### src/logic/scan_timing_defines.vh
// Summary of operation
// - start and phase two advance pixel scan chain
// - one pixel per phase-two rising edge
// - start high begins a new scan
// - active-low end-of-scan after last pixel
// - line reset high clamps the video line
// - readout clears each pixel's charge
// - overflow gate high holds all pixels reset
`ifndef SCAN_TIMING_DEFINES_VH
`define SCAN_TIMING_DEFINES_VH
`define PIXEL_COUNT 1024
`define PIXEL_W 8
`define FIFO_DEPTH 32
`define CLK_NS 100
`define PHASE_HIGH_MIN_NS 200
`define PHASE_HIGH_MIN_CYC ((`PHASE_HIGH_MIN_NS + `CLK_NS - 1) / `CLK_NS)
`define GRESET_MIN_US 5
`define GRESET_MIN_CYC ((`GRESET_MIN_US * 1000 + `CLK_NS - 1) / `CLK_NS)
`endif

### src/logic/linear_sensor_scan_timing.v
`include "scan_timing_defines.vh"
`default_nettype none
module linear_sensor_scan_timing #(
   parameter PIXELS = `PIXEL_COUNT,
   parameter IDX_W = 10,
   parameter PIXEL_W = `PIXEL_W,
   parameter FIFO_DEPTH = `FIFO_DEPTH
) (
   input wire core_clk,
   input wire reset_n,
   input wire phase1_in,
   input wire phase2_in,
   input wire scan_start_pulse,
   input wire line_reset_in,
   input wire overflow_gate_in,
   input wire [PIXEL_W-1:0] pixel_level,
   output reg [IDX_W-1:0] pixel_addr_q,
   output reg addr_on_q,
   output reg scan_done_n_q,
   output reg scan_done_oe_n_q,
   output reg line_clamped_q,
   output reg pixels_held_reset_q,
   output reg pixel_clear_q,
   output reg [IDX_W-1:0] clear_addr_q,
   output reg video_valid_q,
   output reg [PIXEL_W-1:0] video_q,
   input wire video_ready,
   output reg overrun_q
);
   // sensor control pins live outside this clock: two flops each before any use; pixel_level goes to the fifo unsynchronised
   reg [4:0] sync1_q;
   reg [4:0] sync2_q;
   reg p2_prev_q;
   reg st_prev_q;
   reg armed_q;
   reg [IDX_W-1:0] next_q;
   reg running_q;
   wire [4:0] pins = {overflow_gate_in, line_reset_in, scan_start_pulse, phase2_in, phase1_in};
   wire st_s = sync2_q[2];
   wire p2_s = sync2_q[1];
   wire p2_rise = p2_s && !p2_prev_q;
   wire p2_fall = !p2_s && p2_prev_q;
   wire f_ready;
   wire f_valid;
   wire [PIXEL_W-1:0] f_data;
   wire f_push = running_q && p2_rise;
   always @(posedge core_clk or negedge reset_n) begin
      if (!reset_n) begin
         sync1_q <= 5'h00;
         sync2_q <= 5'h00;
      end else begin
         sync1_q <= pins;
         sync2_q <= sync1_q;
      end
   end
   // scan chain: start loads the chain on the first phase-two fall after start rises, or while start is high
   always @(posedge core_clk or negedge reset_n) begin
      if (!reset_n) begin
         p2_prev_q <= 1'b0;
         st_prev_q <= 1'b0;
         armed_q <= 1'b0;
         next_q <= {IDX_W{1'b0}};
         running_q <= 1'b0;
         pixel_addr_q <= {IDX_W{1'b0}};
         addr_on_q <= 1'b0;
         scan_done_n_q <= 1'b1;
         scan_done_oe_n_q <= 1'b1;
         pixel_clear_q <= 1'b0;
         clear_addr_q <= {IDX_W{1'b0}};
         overrun_q <= 1'b0;
      end else begin
         p2_prev_q <= p2_s;
         st_prev_q <= st_s;
         pixel_clear_q <= 1'b0;
         if (st_s && !st_prev_q) begin
            armed_q <= 1'b1;
         end
         if (p2_fall && (armed_q || st_s)) begin
            armed_q <= 1'b0;
            running_q <= 1'b1;
            next_q <= {IDX_W{1'b0}};
         end
         // end-of-scan is open drain: pull low, otherwise release
         if (p2_fall && scan_done_oe_n_q == 1'b0) begin
            scan_done_n_q <= 1'b1;
            scan_done_oe_n_q <= 1'b1;
         end
         if (f_push) begin
            pixel_addr_q <= next_q;
            addr_on_q <= 1'b1;
            pixel_clear_q <= 1'b1;
            clear_addr_q <= next_q;
            if (!f_ready) begin
               overrun_q <= 1'b1;
            end
            if (next_q == PIXELS[IDX_W-1:0] - 1'b1 || PIXELS == (1 << IDX_W) && &next_q) begin
               running_q <= 1'b0;
               scan_done_n_q <= 1'b0;
               scan_done_oe_n_q <= 1'b0;
            end else begin
               next_q <= next_q + 1'b1;
            end
         end else if (p2_fall) begin
            addr_on_q <= 1'b0;
         end
      end
   end
   always @(posedge core_clk or negedge reset_n) begin
      if (!reset_n) begin
         line_clamped_q <= 1'b0;
         pixels_held_reset_q <= 1'b0;
      end else begin
         line_clamped_q <= sync2_q[3];
         pixels_held_reset_q <= sync2_q[4];
      end
   end
   // a full fifo drops the pixel and flags overrun; the sensor cannot be stalled
   pixel_fifo #(
      .WIDTH(PIXEL_W),
      .DEPTH(FIFO_DEPTH),
      .AW(5)
   ) u_fifo (
      .core_clk(core_clk),
      .reset_n(reset_n),
      .in_valid(f_push),
      .in_ready(f_ready),
      .in_data(pixels_held_reset_q ? {PIXEL_W{1'b0}} : pixel_level),
      .out_valid(f_valid),
      .out_ready(video_ready && (!video_valid_q || video_ready)),
      .out_data(f_data)
   );
   always @(posedge core_clk or negedge reset_n) begin
      if (!reset_n) begin
         video_valid_q <= 1'b0;
         video_q <= {PIXEL_W{1'b0}};
      end else if (!video_valid_q || video_ready) begin
         video_valid_q <= f_valid && video_ready;
         video_q <= f_data;
      end
   end
endmodule
`default_nettype wire

### src/logic/pixel_fifo.v
`default_nettype none
module pixel_fifo #(
   parameter WIDTH = 8,
   parameter DEPTH = 32,
   parameter AW = 5
) (
   input wire core_clk,
   input wire reset_n,
   input wire in_valid,
   output wire in_ready,
   input wire [WIDTH-1:0] in_data,
   output wire out_valid,
   input wire out_ready,
   output wire [WIDTH-1:0] out_data
);
   reg [WIDTH-1:0] mem_q [0:DEPTH-1];
   reg [AW-1:0] wr_q;
   reg [AW-1:0] rd_q;
   reg [AW:0] cnt_q;
   wire push = in_valid && in_ready;
   wire pop = out_valid && out_ready;
   assign in_ready = (cnt_q != DEPTH[AW:0]);
   assign out_valid = (cnt_q != {(AW+1){1'b0}});
   assign out_data = mem_q[rd_q];
   always @(posedge core_clk) begin
      if (push) begin
         mem_q[wr_q] <= in_data;
      end
   end
   always @(posedge core_clk or negedge reset_n) begin
      if (!reset_n) begin
         wr_q <= {AW{1'b0}};
         rd_q <= {AW{1'b0}};
         cnt_q <= {(AW+1){1'b0}};
      end else begin
         if (push) begin
            wr_q <= (wr_q == DEPTH[AW-1:0] - 1'b1) ? {AW{1'b0}} : wr_q + 1'b1;
         end
         if (pop) begin
            rd_q <= (rd_q == DEPTH[AW-1:0] - 1'b1) ? {AW{1'b0}} : rd_q + 1'b1;
         end
         if (push && !pop) begin
            cnt_q <= cnt_q + 1'b1;
         end else if (pop && !push) begin
            cnt_q <= cnt_q - 1'b1;
         end
      end
   end
endmodule
`default_nettype wire

### config.mk
export PLATFORM = sky130hd
export DESIGN_NAME = linear_sensor_scan_timing
export DESIGN_NICKNAME = d
export VERILOG_FILES = /design/src/logic/linear_sensor_scan_timing.v /design/src/logic/pixel_fifo.v
export VERILOG_INCLUDE_DIRS = /design/src /design/src/logic
export SDC_FILE = /design/constraint.sdc
export NUM_CORES = 1
export LEC_CHECK = 0
export BUFFER_PORTS_ARGS = -buffer_cell sky130_fd_sc_hd__buf_2
export CORE_MARGIN = 5
export CORE_UTILIZATION = 35
export CTS_CLUSTER_SIZE = 16
export DETAILED_ROUTE_END_ITERATION = 16
export HOLD_SLACK_MARGIN = 0.02
export PLACE_DENSITY = 0.5
export SLEW_MARGIN = 15
export SYNTH_ARGS = -nofsm -noshare
export SYNTH_HDL_FRONTEND = slang
export SYNTH_SLANG_ARGS = --single-unit
### constraint.sdc
create_clock -name core_clk -period 2.8 [get_ports core_clk]
set_input_delay 0.14 -clock core_clk [delete_from_list [all_inputs] [get_ports core_clk]]
set_output_delay 0.14 -clock core_clk [all_outputs]
set_load 0.005 [all_outputs]
* Word level (Yosys, flattened, before mapping) *
Memories as Yosys holds them, arrays and structs flattened. A register that Yosys moved wholly into a read port is not among the register bits.
Index checks and enable logic that the tools add are counted.

word-level totals
  bits in registers = 58
  memory bits (read-only) = 0
  input bits = 16
  word-level logic and storage cells = 83
  memories = 1
  bits in writable memories = 256
  output and inout port bits = 36
  bits in latches = 0

cells by class
  add/sub/neg operators = 5
  multiplexer cells = 24
  shift-type cells = 0
  reduce and logical (&&, ||, !) cells = 28
  multiply operators = 0
  bitwise operators = 2
  order comparisons = 0
  divide/modulo/power cells = 0
  eq/ne operators = 4

memory list
  memory        depth  width  rd ports  clocked after Yosys merged registers in  write ports  line             text
  u_fifo.mem_q  32     8      1         1                                        1            pixel_fifo.v:16  reg [WIDTH-1:0] mem_q [0:DEPTH-1];

operators with widths
  kind                     number
  $mux W10                 3
  $mux W1                  16
  $logic_and A1 B1 Y1      12
  $mux W6                  2
  $add A10 B1 Y10 const B  1
  $add A5 B1 Y5 const B    2
  $eq A10 B10 Y1 const B   1
  $eq A5 B5 Y1 const B     2
  $mux W5                  2
  $reduce_and A10 Y1       1
  $mux W8                  1
  $logic_not A1 Y1         7
  $add A6 B1 Y6 const B    1
  $ne A6 B6 Y1 const B     1
  $reduce_bool A2 Y1       3
  $reduce_bool A6 Y1       1
  $sub A6 B1 Y6 const B    1
  $logic_or A1 B1 Y1       3
  $not A1 Y1               2
  $reduce_and A2 Y1        1

* Logic depth before layout (Yosys ltp) *
Gate-level depths: netlist (run 1).

  depth in word-level cells = 8
  gate-level depth with buffers = 11
  depth with buffers taken out = 10

* By module *
Synthesis (run 1) repeated with hierarchy kept, for this count alone.

second synthesis, totals
  cell total of the unflattened synthesis = 754
  area, all modules = 12958.7 µm²

by module, submodules not included
  module                     cells each  area an instance (µm²)  instances  sequential area each (µm²)
  pixel_fifo                 579         11003.1                 1          8087.8
  linear_sensor_scan_timing  175         1955.6                  1          1203.7

* Least setup slack after synthesis (run 1) *
No wires, ideal clock.

  path kind = register -> register
  start point = register u_fifo.cnt_q[0]
  end point = register u_fifo.cnt_q[5]
  clock period less this slack = 2.953 ns
  data required time = 2.721 ns
  arrival time = 2.874 ns
  buffers on the path = 0
  cell stages (with the launch flop) = 11
  library setup time = 0.079 ns
  setup slack = -0.153 ns
  cells stage by stage = dfrtp_1 -> or4_4 -> o31ai_4 -> ha_1 -> inv_1 -> ha_1 -> a21o_1 -> a21oi_1 -> or4_1 -> nand3_1 -> xor2_1

between the ends
  word-level cells in the longest chain between the ends = 5
  elaborated cells between the ends (all ways) = 13
  classes of those cells = add/sub (2); eq/ne (1); mux (2); reduce/logical (8)

RTL lines
  item                                                   line             text
  from (decl)                                            pixel_fifo.v:19  reg [AW:0] cnt_q;
  from (signal assigned)                                 pixel_fifo.v:34  cnt_q <= {(AW+1){1'b0}};
  from (signal assigned)                                 pixel_fifo.v:43  cnt_q <= cnt_q + 1'b1;
  from (signal assigned)                                 pixel_fifo.v:45  cnt_q <= cnt_q - 1'b1;
  branches (longest 5 deep; another with $sub A6 B1 Y6)  -

Several ways; the timed one is not identified. The select of a mux whose other input is x is not followed.
A chain may end at the register's enable or synchronous reset.

* Final worst setup path (run 1) *
  start point = register u_fifo.cnt_q[4]
  end point = register u_fifo.cnt_q[5]

Same word-level chain as after synthesis.

==> out/metrics.cfg, run 1 <==
[timing]
period_share_pct = 93.9
finalSetupViolations = 0
worst_slew_pin_slew_ns = 0.880
worst_hold_slack_ns = 0.0498
skew_ns = 0.0233
post-route-min-period_ns = 2.63
max_slew_margin_pct = 41.3
report.final.slew_viol_count = 0
fin_ws_ns = 0.170
rsz0062_at_grt = false
hold_violations = 0
fmax_mhz = 380
finalSetupTns_ns = 0

[detailed_routing]
wl_met3_mm = 1.15
wl_mm = 29.8
m1WireLength_mm = 14.2
vias = 7068
wire_per_inst_um = 21.1
drc_errors = 0
routed.top_layer = met4
drtPass1Iterations = 5
dr_wl_met2_mm = 13.7
antenna_left = 0
drtIter0Drc = 309
vias_per_cell = 5.01

[cts]
clock-sinks = 320
cts_tree = done
clock-root-buffer = clkbuf_16
post_cts_resized = 0
cts_buffer_depth = 3
clkLatencyLatePin_ns = 0.52
cts-buffers-inserted = 36
path_clk_slew_ns = 0.06
h-tree-depth = 2

[worst_setup_path]
crit-reg2reg-capture = u_fifo.cnt_q[5]
ff2ff_path_depth = 9
crit_cells = 9
critical_path_class = flop to flop
critPathMaxFanout = 4
worst_path_largest_cell_delay_ns = 0.55
startpoint = u_fifo.cnt_q[4]
arrival_ns = 3.08
critPathBufInv = 2
r2r_slack_ns = 0.17
worstPathRequired_ns = 3.25
cp_cell_sequence = or4_4 -> o31ai_4 -> ha_4 -> inv_2 -> ha_1 -> inv_1 -> or4_1 -> nand3_1 -> xor2_1
endpoint = u_fifo.cnt_q[5]
end_kind = flop
crit_slowest_cell = or4_4
crit_family = simple AND/OR/NAND/NOR gates
startpoint_type = flop
worstReg2RegStart = u_fifo.cnt_q[4]

[final_layout]
final_util_pct = 41.4
areaGrowthSynthToFinish_pct = 16.4
final-seq-area_um2 = 9300
final_common_cell = edfxtp_1
final_layout_size_suffix_gt1_share_pct = 19.6
multi_input_area_um2 = 3450
nFillCells = 3377
final_cell_count_no_fill = 1412
insertedDiodeCount = 0
final_nets = 947
design_area_um2 = 15200
layout_common_cells = 256 x edfxtp_1, 119 x mux2i_1, 63 x nand2_1

[die]
die-area_um2 = 41400
die_w_um = 203
io_pins = 52
fp-row-count = 70
core_area_um2 = 36800
start_util_pct = 35.6
die_h_um = 203

[yosys]
synth_ff_type = edfxtp_1
synth_edf_count = 256
synth_top_area_share_pct = 58.7
ys_async_sr_fraction_pct = 20.0
syn-mean-instance-area_um2 = 15.8
ys_top_cells_by_area = edfxtp_1 59%, dfrtp_1 12%, mux2i_1 9.1%
yosysTopAreaCell = edfxtp_1
synth_area_um2 = 13100
netlist_instances = 827
yosys_register_bits = 320
ys_types = 58
synth_nets = 857
seq_area_frac_synth_pct = 71.0
synth_warnings = 0

[global_route]
track_usage_pct = 14.3
grt_pass1_vias = 7320
antenna_found_initial = 0
grt_pass1_wl_mm = 45.5
grt-ovfl-total = 0
grt_max_degree = 65

[placement]
dp_cells = 1342
post-place-ws_ns = 0.137
port_buffers = 50
gp_congestion = 0.745
placed_cell_area_um2 = 14000
hpwl_mm = 19.1

[power]
ir_drop_mv = 0.503
power.leakage_nw = 5.73
power_density_nw_per_um2 = 915
p_total_mw = 13.9

[run]
drv_cap = 0

[min_path]
hold_class = input port to flop

[status]
outcome = complete, no violations

-- flip-flops by register name, indices dropped and copies added (netlist names), 4 cells and up --
name,cells
u_fifo.wr_q,5
next_q,10
video_q,8
u_fifo.cnt_q,6
sync1_q,4
clear_addr_q,10
u_fifo.rd_q,5
sync2_q,4
u_fifo.mem_q,256
-- cells in the mapped netlist, types with 4 or more instances --
library cell  number
a21oi_1           20
a221oi_1           8
a221oi_2           7
a22o_1            14
a22oi_1           29
buf_1              5
buf_2              7
buf_4             17
buf_6              5
clkbuf_1          11
dfrtp_1           62
edfxtp_1         256
ha_1              13
inv_1             16
mux2_1             4
mux2i_1          119
mux4_2             6
nand2_1           63
nand3_1           11
nand4_1            5
nor2_1            37
nor2b_1           14
nor3_1             6
o21a_1             4
o21ai_0           17
o21ai_1            4
o22ai_1            8
o41ai_2            5
-- worst min-delay path by stage --
stage / startpoint / endpoint / slack, ns / depth (start not counted)
6_report: video_ready / video_valid_q / 0.05 / 3
5_1_grt: video_ready / video_valid_q / 0.08 / 3
4_1_cts: video_ready / video_valid_q / 0.04 / 3
3_5_place_dp: scan_start_pulse / sync1_q[2] / 0.25 / 1
3_3_place_gp: line_reset_in / sync1_q[3] / 0.25 / 1
2_1_floorplan: reset_n / addr_on_q / -0.16 / 0
-- tightest hold or removal path, cell delays in order --
cell	delay (ns)
buf_2	0.12
nand2b_1	0.17
nand2_1	0.08
-- what timing repair did --
item / in CTS / in global routing
hold endpoints to repair: 66 / 0
hold buffers: 5 / 0
setup endpoints to repair: 0 / 1
setup buffers: 0 / 0
-- power breakdown --
| group | total [mW] | switching [mW] | leakage, nW | internal, mW |
|---|---|---|---|---|
| registers | 5.82 | 0.377 | 3.12 | 5.45 |
| clock network | 4.65 | 1.81 | 0.566 | 2.83 |
| logic | 3.47 | 2.01 | 2.05 | 1.46 |
| total | 13.9 | 4.20 | 5.73 | 9.74 |
-- cell families (layout without fill, tap and decap cells) --
family / after synthesis / after routing / synth area share (%)
adder cells (fa/ha/maj): 14 / 14 / 1.40
AND/OR/NAND/NOR: 157 / 157 / 5.53
AO/OA/AOI/OAI: 136 / 136 / 8.11
flip-flops: 320 / 320 / 71.0
XOR/XNOR: 6 / 6 / 0.402
buffers and inverters: 64 / 181 / 3.01
multiplexers: 130 / 130 / 10.6
-- per-layer routing --
metal | global-route usage (%) | vias to the layer above
li1 | - | 3366
met1 | 20.7 | 3516
met2 | 22.4 | 136
met3 | 2.21 | 50
met4 | 4.17 | 0
met5 | 0 | -
-- layout make-up --
type | count | area share [%]
clock buffers | 51 | 6.49
clock inverters | 14 | 1.13
inverters | 16 | 0.394
multi-input cells | 443 | 22.6
flip-flops and latches | 320 | 61.0
well taps | 468 | 3.84
repair buffers | 100 | 4.53
(Power assumes the default switching activity.)
==> run 2, diff against run 1 <==
--- a/config.mk
+++ b/config.mk
@@ -7,12 +7,14 @@
 export NUM_CORES = 1
 export LEC_CHECK = 0
 export BUFFER_PORTS_ARGS = -buffer_cell sky130_fd_sc_hd__buf_2
+export CELL_PAD_IN_SITES_DETAIL_PLACEMENT = 2
+export CELL_PAD_IN_SITES_GLOBAL_PLACEMENT = 2
 export CORE_MARGIN = 5
 export CORE_UTILIZATION = 35
 export CTS_CLUSTER_SIZE = 16
 export DETAILED_ROUTE_END_ITERATION = 16
 export HOLD_SLACK_MARGIN = 0.02
-export PLACE_DENSITY = 0.5
+export PLACE_DENSITY = 0.64
 export SLEW_MARGIN = 15
 export SYNTH_ARGS = -nofsm -noshare
 export SYNTH_HDL_FRONTEND = slang
==> run 2 against run 1 <==
Against the previous run:
- routed wire length is 15% higher
- non-clock buffer count is 27 higher
- utilization is 0.67 points higher
- setup slack worse by 0.037 ns
- sequential share of layout area is 0.97 points lower
- worst hold slack better by 0.0070 ns
- power is 2.2% higher
- critical path depth stayed put
- clock skew is 0.0037 ns lower
- critical path type unchanged
- highest routed layer unchanged
==> out/metrics.cfg, run 2 (synthesis results as in run 1) <==
[power]
power_density_nw_per_um2 = 920
power.leakage_nw = 5.89
ir_drop_mv = 0.443

[timing]
worst_hold_slack_ns = 0.0568
period_share_pct = 95.3
max_slew_margin_pct = 27.4
skew_ns = 0.0196
fmax_mhz = 375
fin_ws_ns = 0.133
report.final.slew_viol_count = 0
worst_slew_pin_slew_ns = 1.08
hold_violations = 0
post-route-min-period_ns = 2.67
finalSetupViolations = 0

[placement]
post-place-ws_ns = 0.0386
gp_congestion = 0.747
port_buffers = 50
hpwl_mm = 21.7

[final_layout]
multi_input_area_um2 = 3460
final_common_cell = edfxtp_1
nFillCells = 3633
final_layout_size_suffix_gt1_share_pct = 22.0
insertedDiodeCount = 0
final_nets = 975
layout_common_cells = 256 x edfxtp_1, 119 x mux2i_1, 69 x buf_4
reg_top3 = u_fifo.mem_q x256, clear_addr_q x10, next_q x10
largest-register = u_fifo.mem_q
largest_register_ffs = 256
final-seq-area_um2 = 9300
areaGrowthSynthToFinish_pct = 18.3

[worst_setup_path]
critical_path_class = flop to flop
end_kind = flop
startpoint_type = flop
critPathMaxFanout = 4
r2r_slack_ns = 0.13
arrival_ns = 3.10
worstPathRequired_ns = 3.23

[detailed_routing]
vias_per_cell = 5.27
antenna_left = 0
wl_mm = 34.2
vias = 7581
wire_per_inst_um = 23.8
drtPass1Iterations = 4
drtIter0Drc = 381
drc_errors = 0

[die]
io_pins = 52
fp-row-count = 70
die-area_um2 = 41400
die_w_um = 203
core_area_um2 = 36800
die_h_um = 203
start_util_pct = 35.6

[global_route]
grt-ovfl-total = 0
track_usage_pct = 16.5
grt_max_degree = 65
grt_pass1_vias = 8433
grt_pass1_wl_mm = 52.3
antenna_found_initial = 0

[cts]
h-tree-depth = 2
cts-buffers-inserted = 37
cts_buffer_depth = 3
cts_tree = done
clock-root-buffer = clkbuf_16
path_clk_slew_ns = 0.06
clock-sinks = 320
clkLatencyLatePin_ns = 0.51

[run]
drv_cap = 0

[min_path]
hold_class = input port to flop

[status]
outcome = complete, no violations

-- run 2: final cells by class --
| type | count | area share [%] |
|---|---|---|
| sequential | 320 | 60.0 |
| multi-input combinational | 443 | 22.3 |
| clock buffer | 52 | 6.47 |
| timing repair buffer | 127 | 5.77 |
| tap | 468 | 3.78 |
| clock inverter | 13 | 1.22 |
| inverter | 16 | 0.388 |
-- run 2: final timing paths --
path / start / end / depth (start not counted)
setup / recovery: u_fifo.cnt_q[4] / u_fifo.cnt_q[5] / 9
hold / removal: video_ready / video_valid_q / 3
setup reg to reg: u_fifo.cnt_q[4] / u_fifo.cnt_q[5] / 9
hold reg to reg: sync1_q[1] / sync2_q[1] / 0
max in group asynchronous: reset_n / u_fifo.rd_q[0] / 2
min in group asynchronous: reset_n / clear_addr_q[0] / 2
-- run 2: power breakdown --
group	total, mW	internal (mW)	switching, mW
registers	5.80	5.45	0.358
clock network	4.80	2.95	1.85
logic	3.64	1.50	2.15
-- run 2: layer usage --
metal	vias to the layer above	share of wire (%)	track usage, %
met2	125	50	28.6
met1	3992	45	22.3
met5	-	0	0
met4	0	1.8	4.02
met3	43	3.4	2.26
li1	3421	-	-
-- run 2: what timing repair did --
item                       4_1_cts  5_1_grt
setup endpoints to repair        0        1
gates resized for setup          0        2
hold endpoints to repair        66        0
hold buffers                     5        0
buffers inserted                 0        2
-- run 2: through the flow --
stage | util, % | cells | area (um^2) | power [mW] | setup TNS [ns]
finish | 42.1 | 1439 | 15500 | 14.2 | 0
global route | 42.1 | 1439 | 15500 | 14.9 | -0.0131
CTS | 42.0 | 1437 | 15500 | 14.4 | 0
detailed placement | 38.6 | 1367 | 14200 | 9.53 | 0
global placement | 38.6 | 1367 | 14200 | 9.41 | 0
floorplan | - | 827 | 13100 | 8.18 | 0
-- run 2: worst max-delay path, cell delays in order, from the launching register on --
cell,delay (ns)
dfrtp_1,0.41
or4_4,0.56
o31ai_4,0.24
ha_4,0.18
inv_2,0.06
ha_1,0.29
inv_1,0.06
or4_1,0.53
nand3_1,0.11
xor2_1,0.14
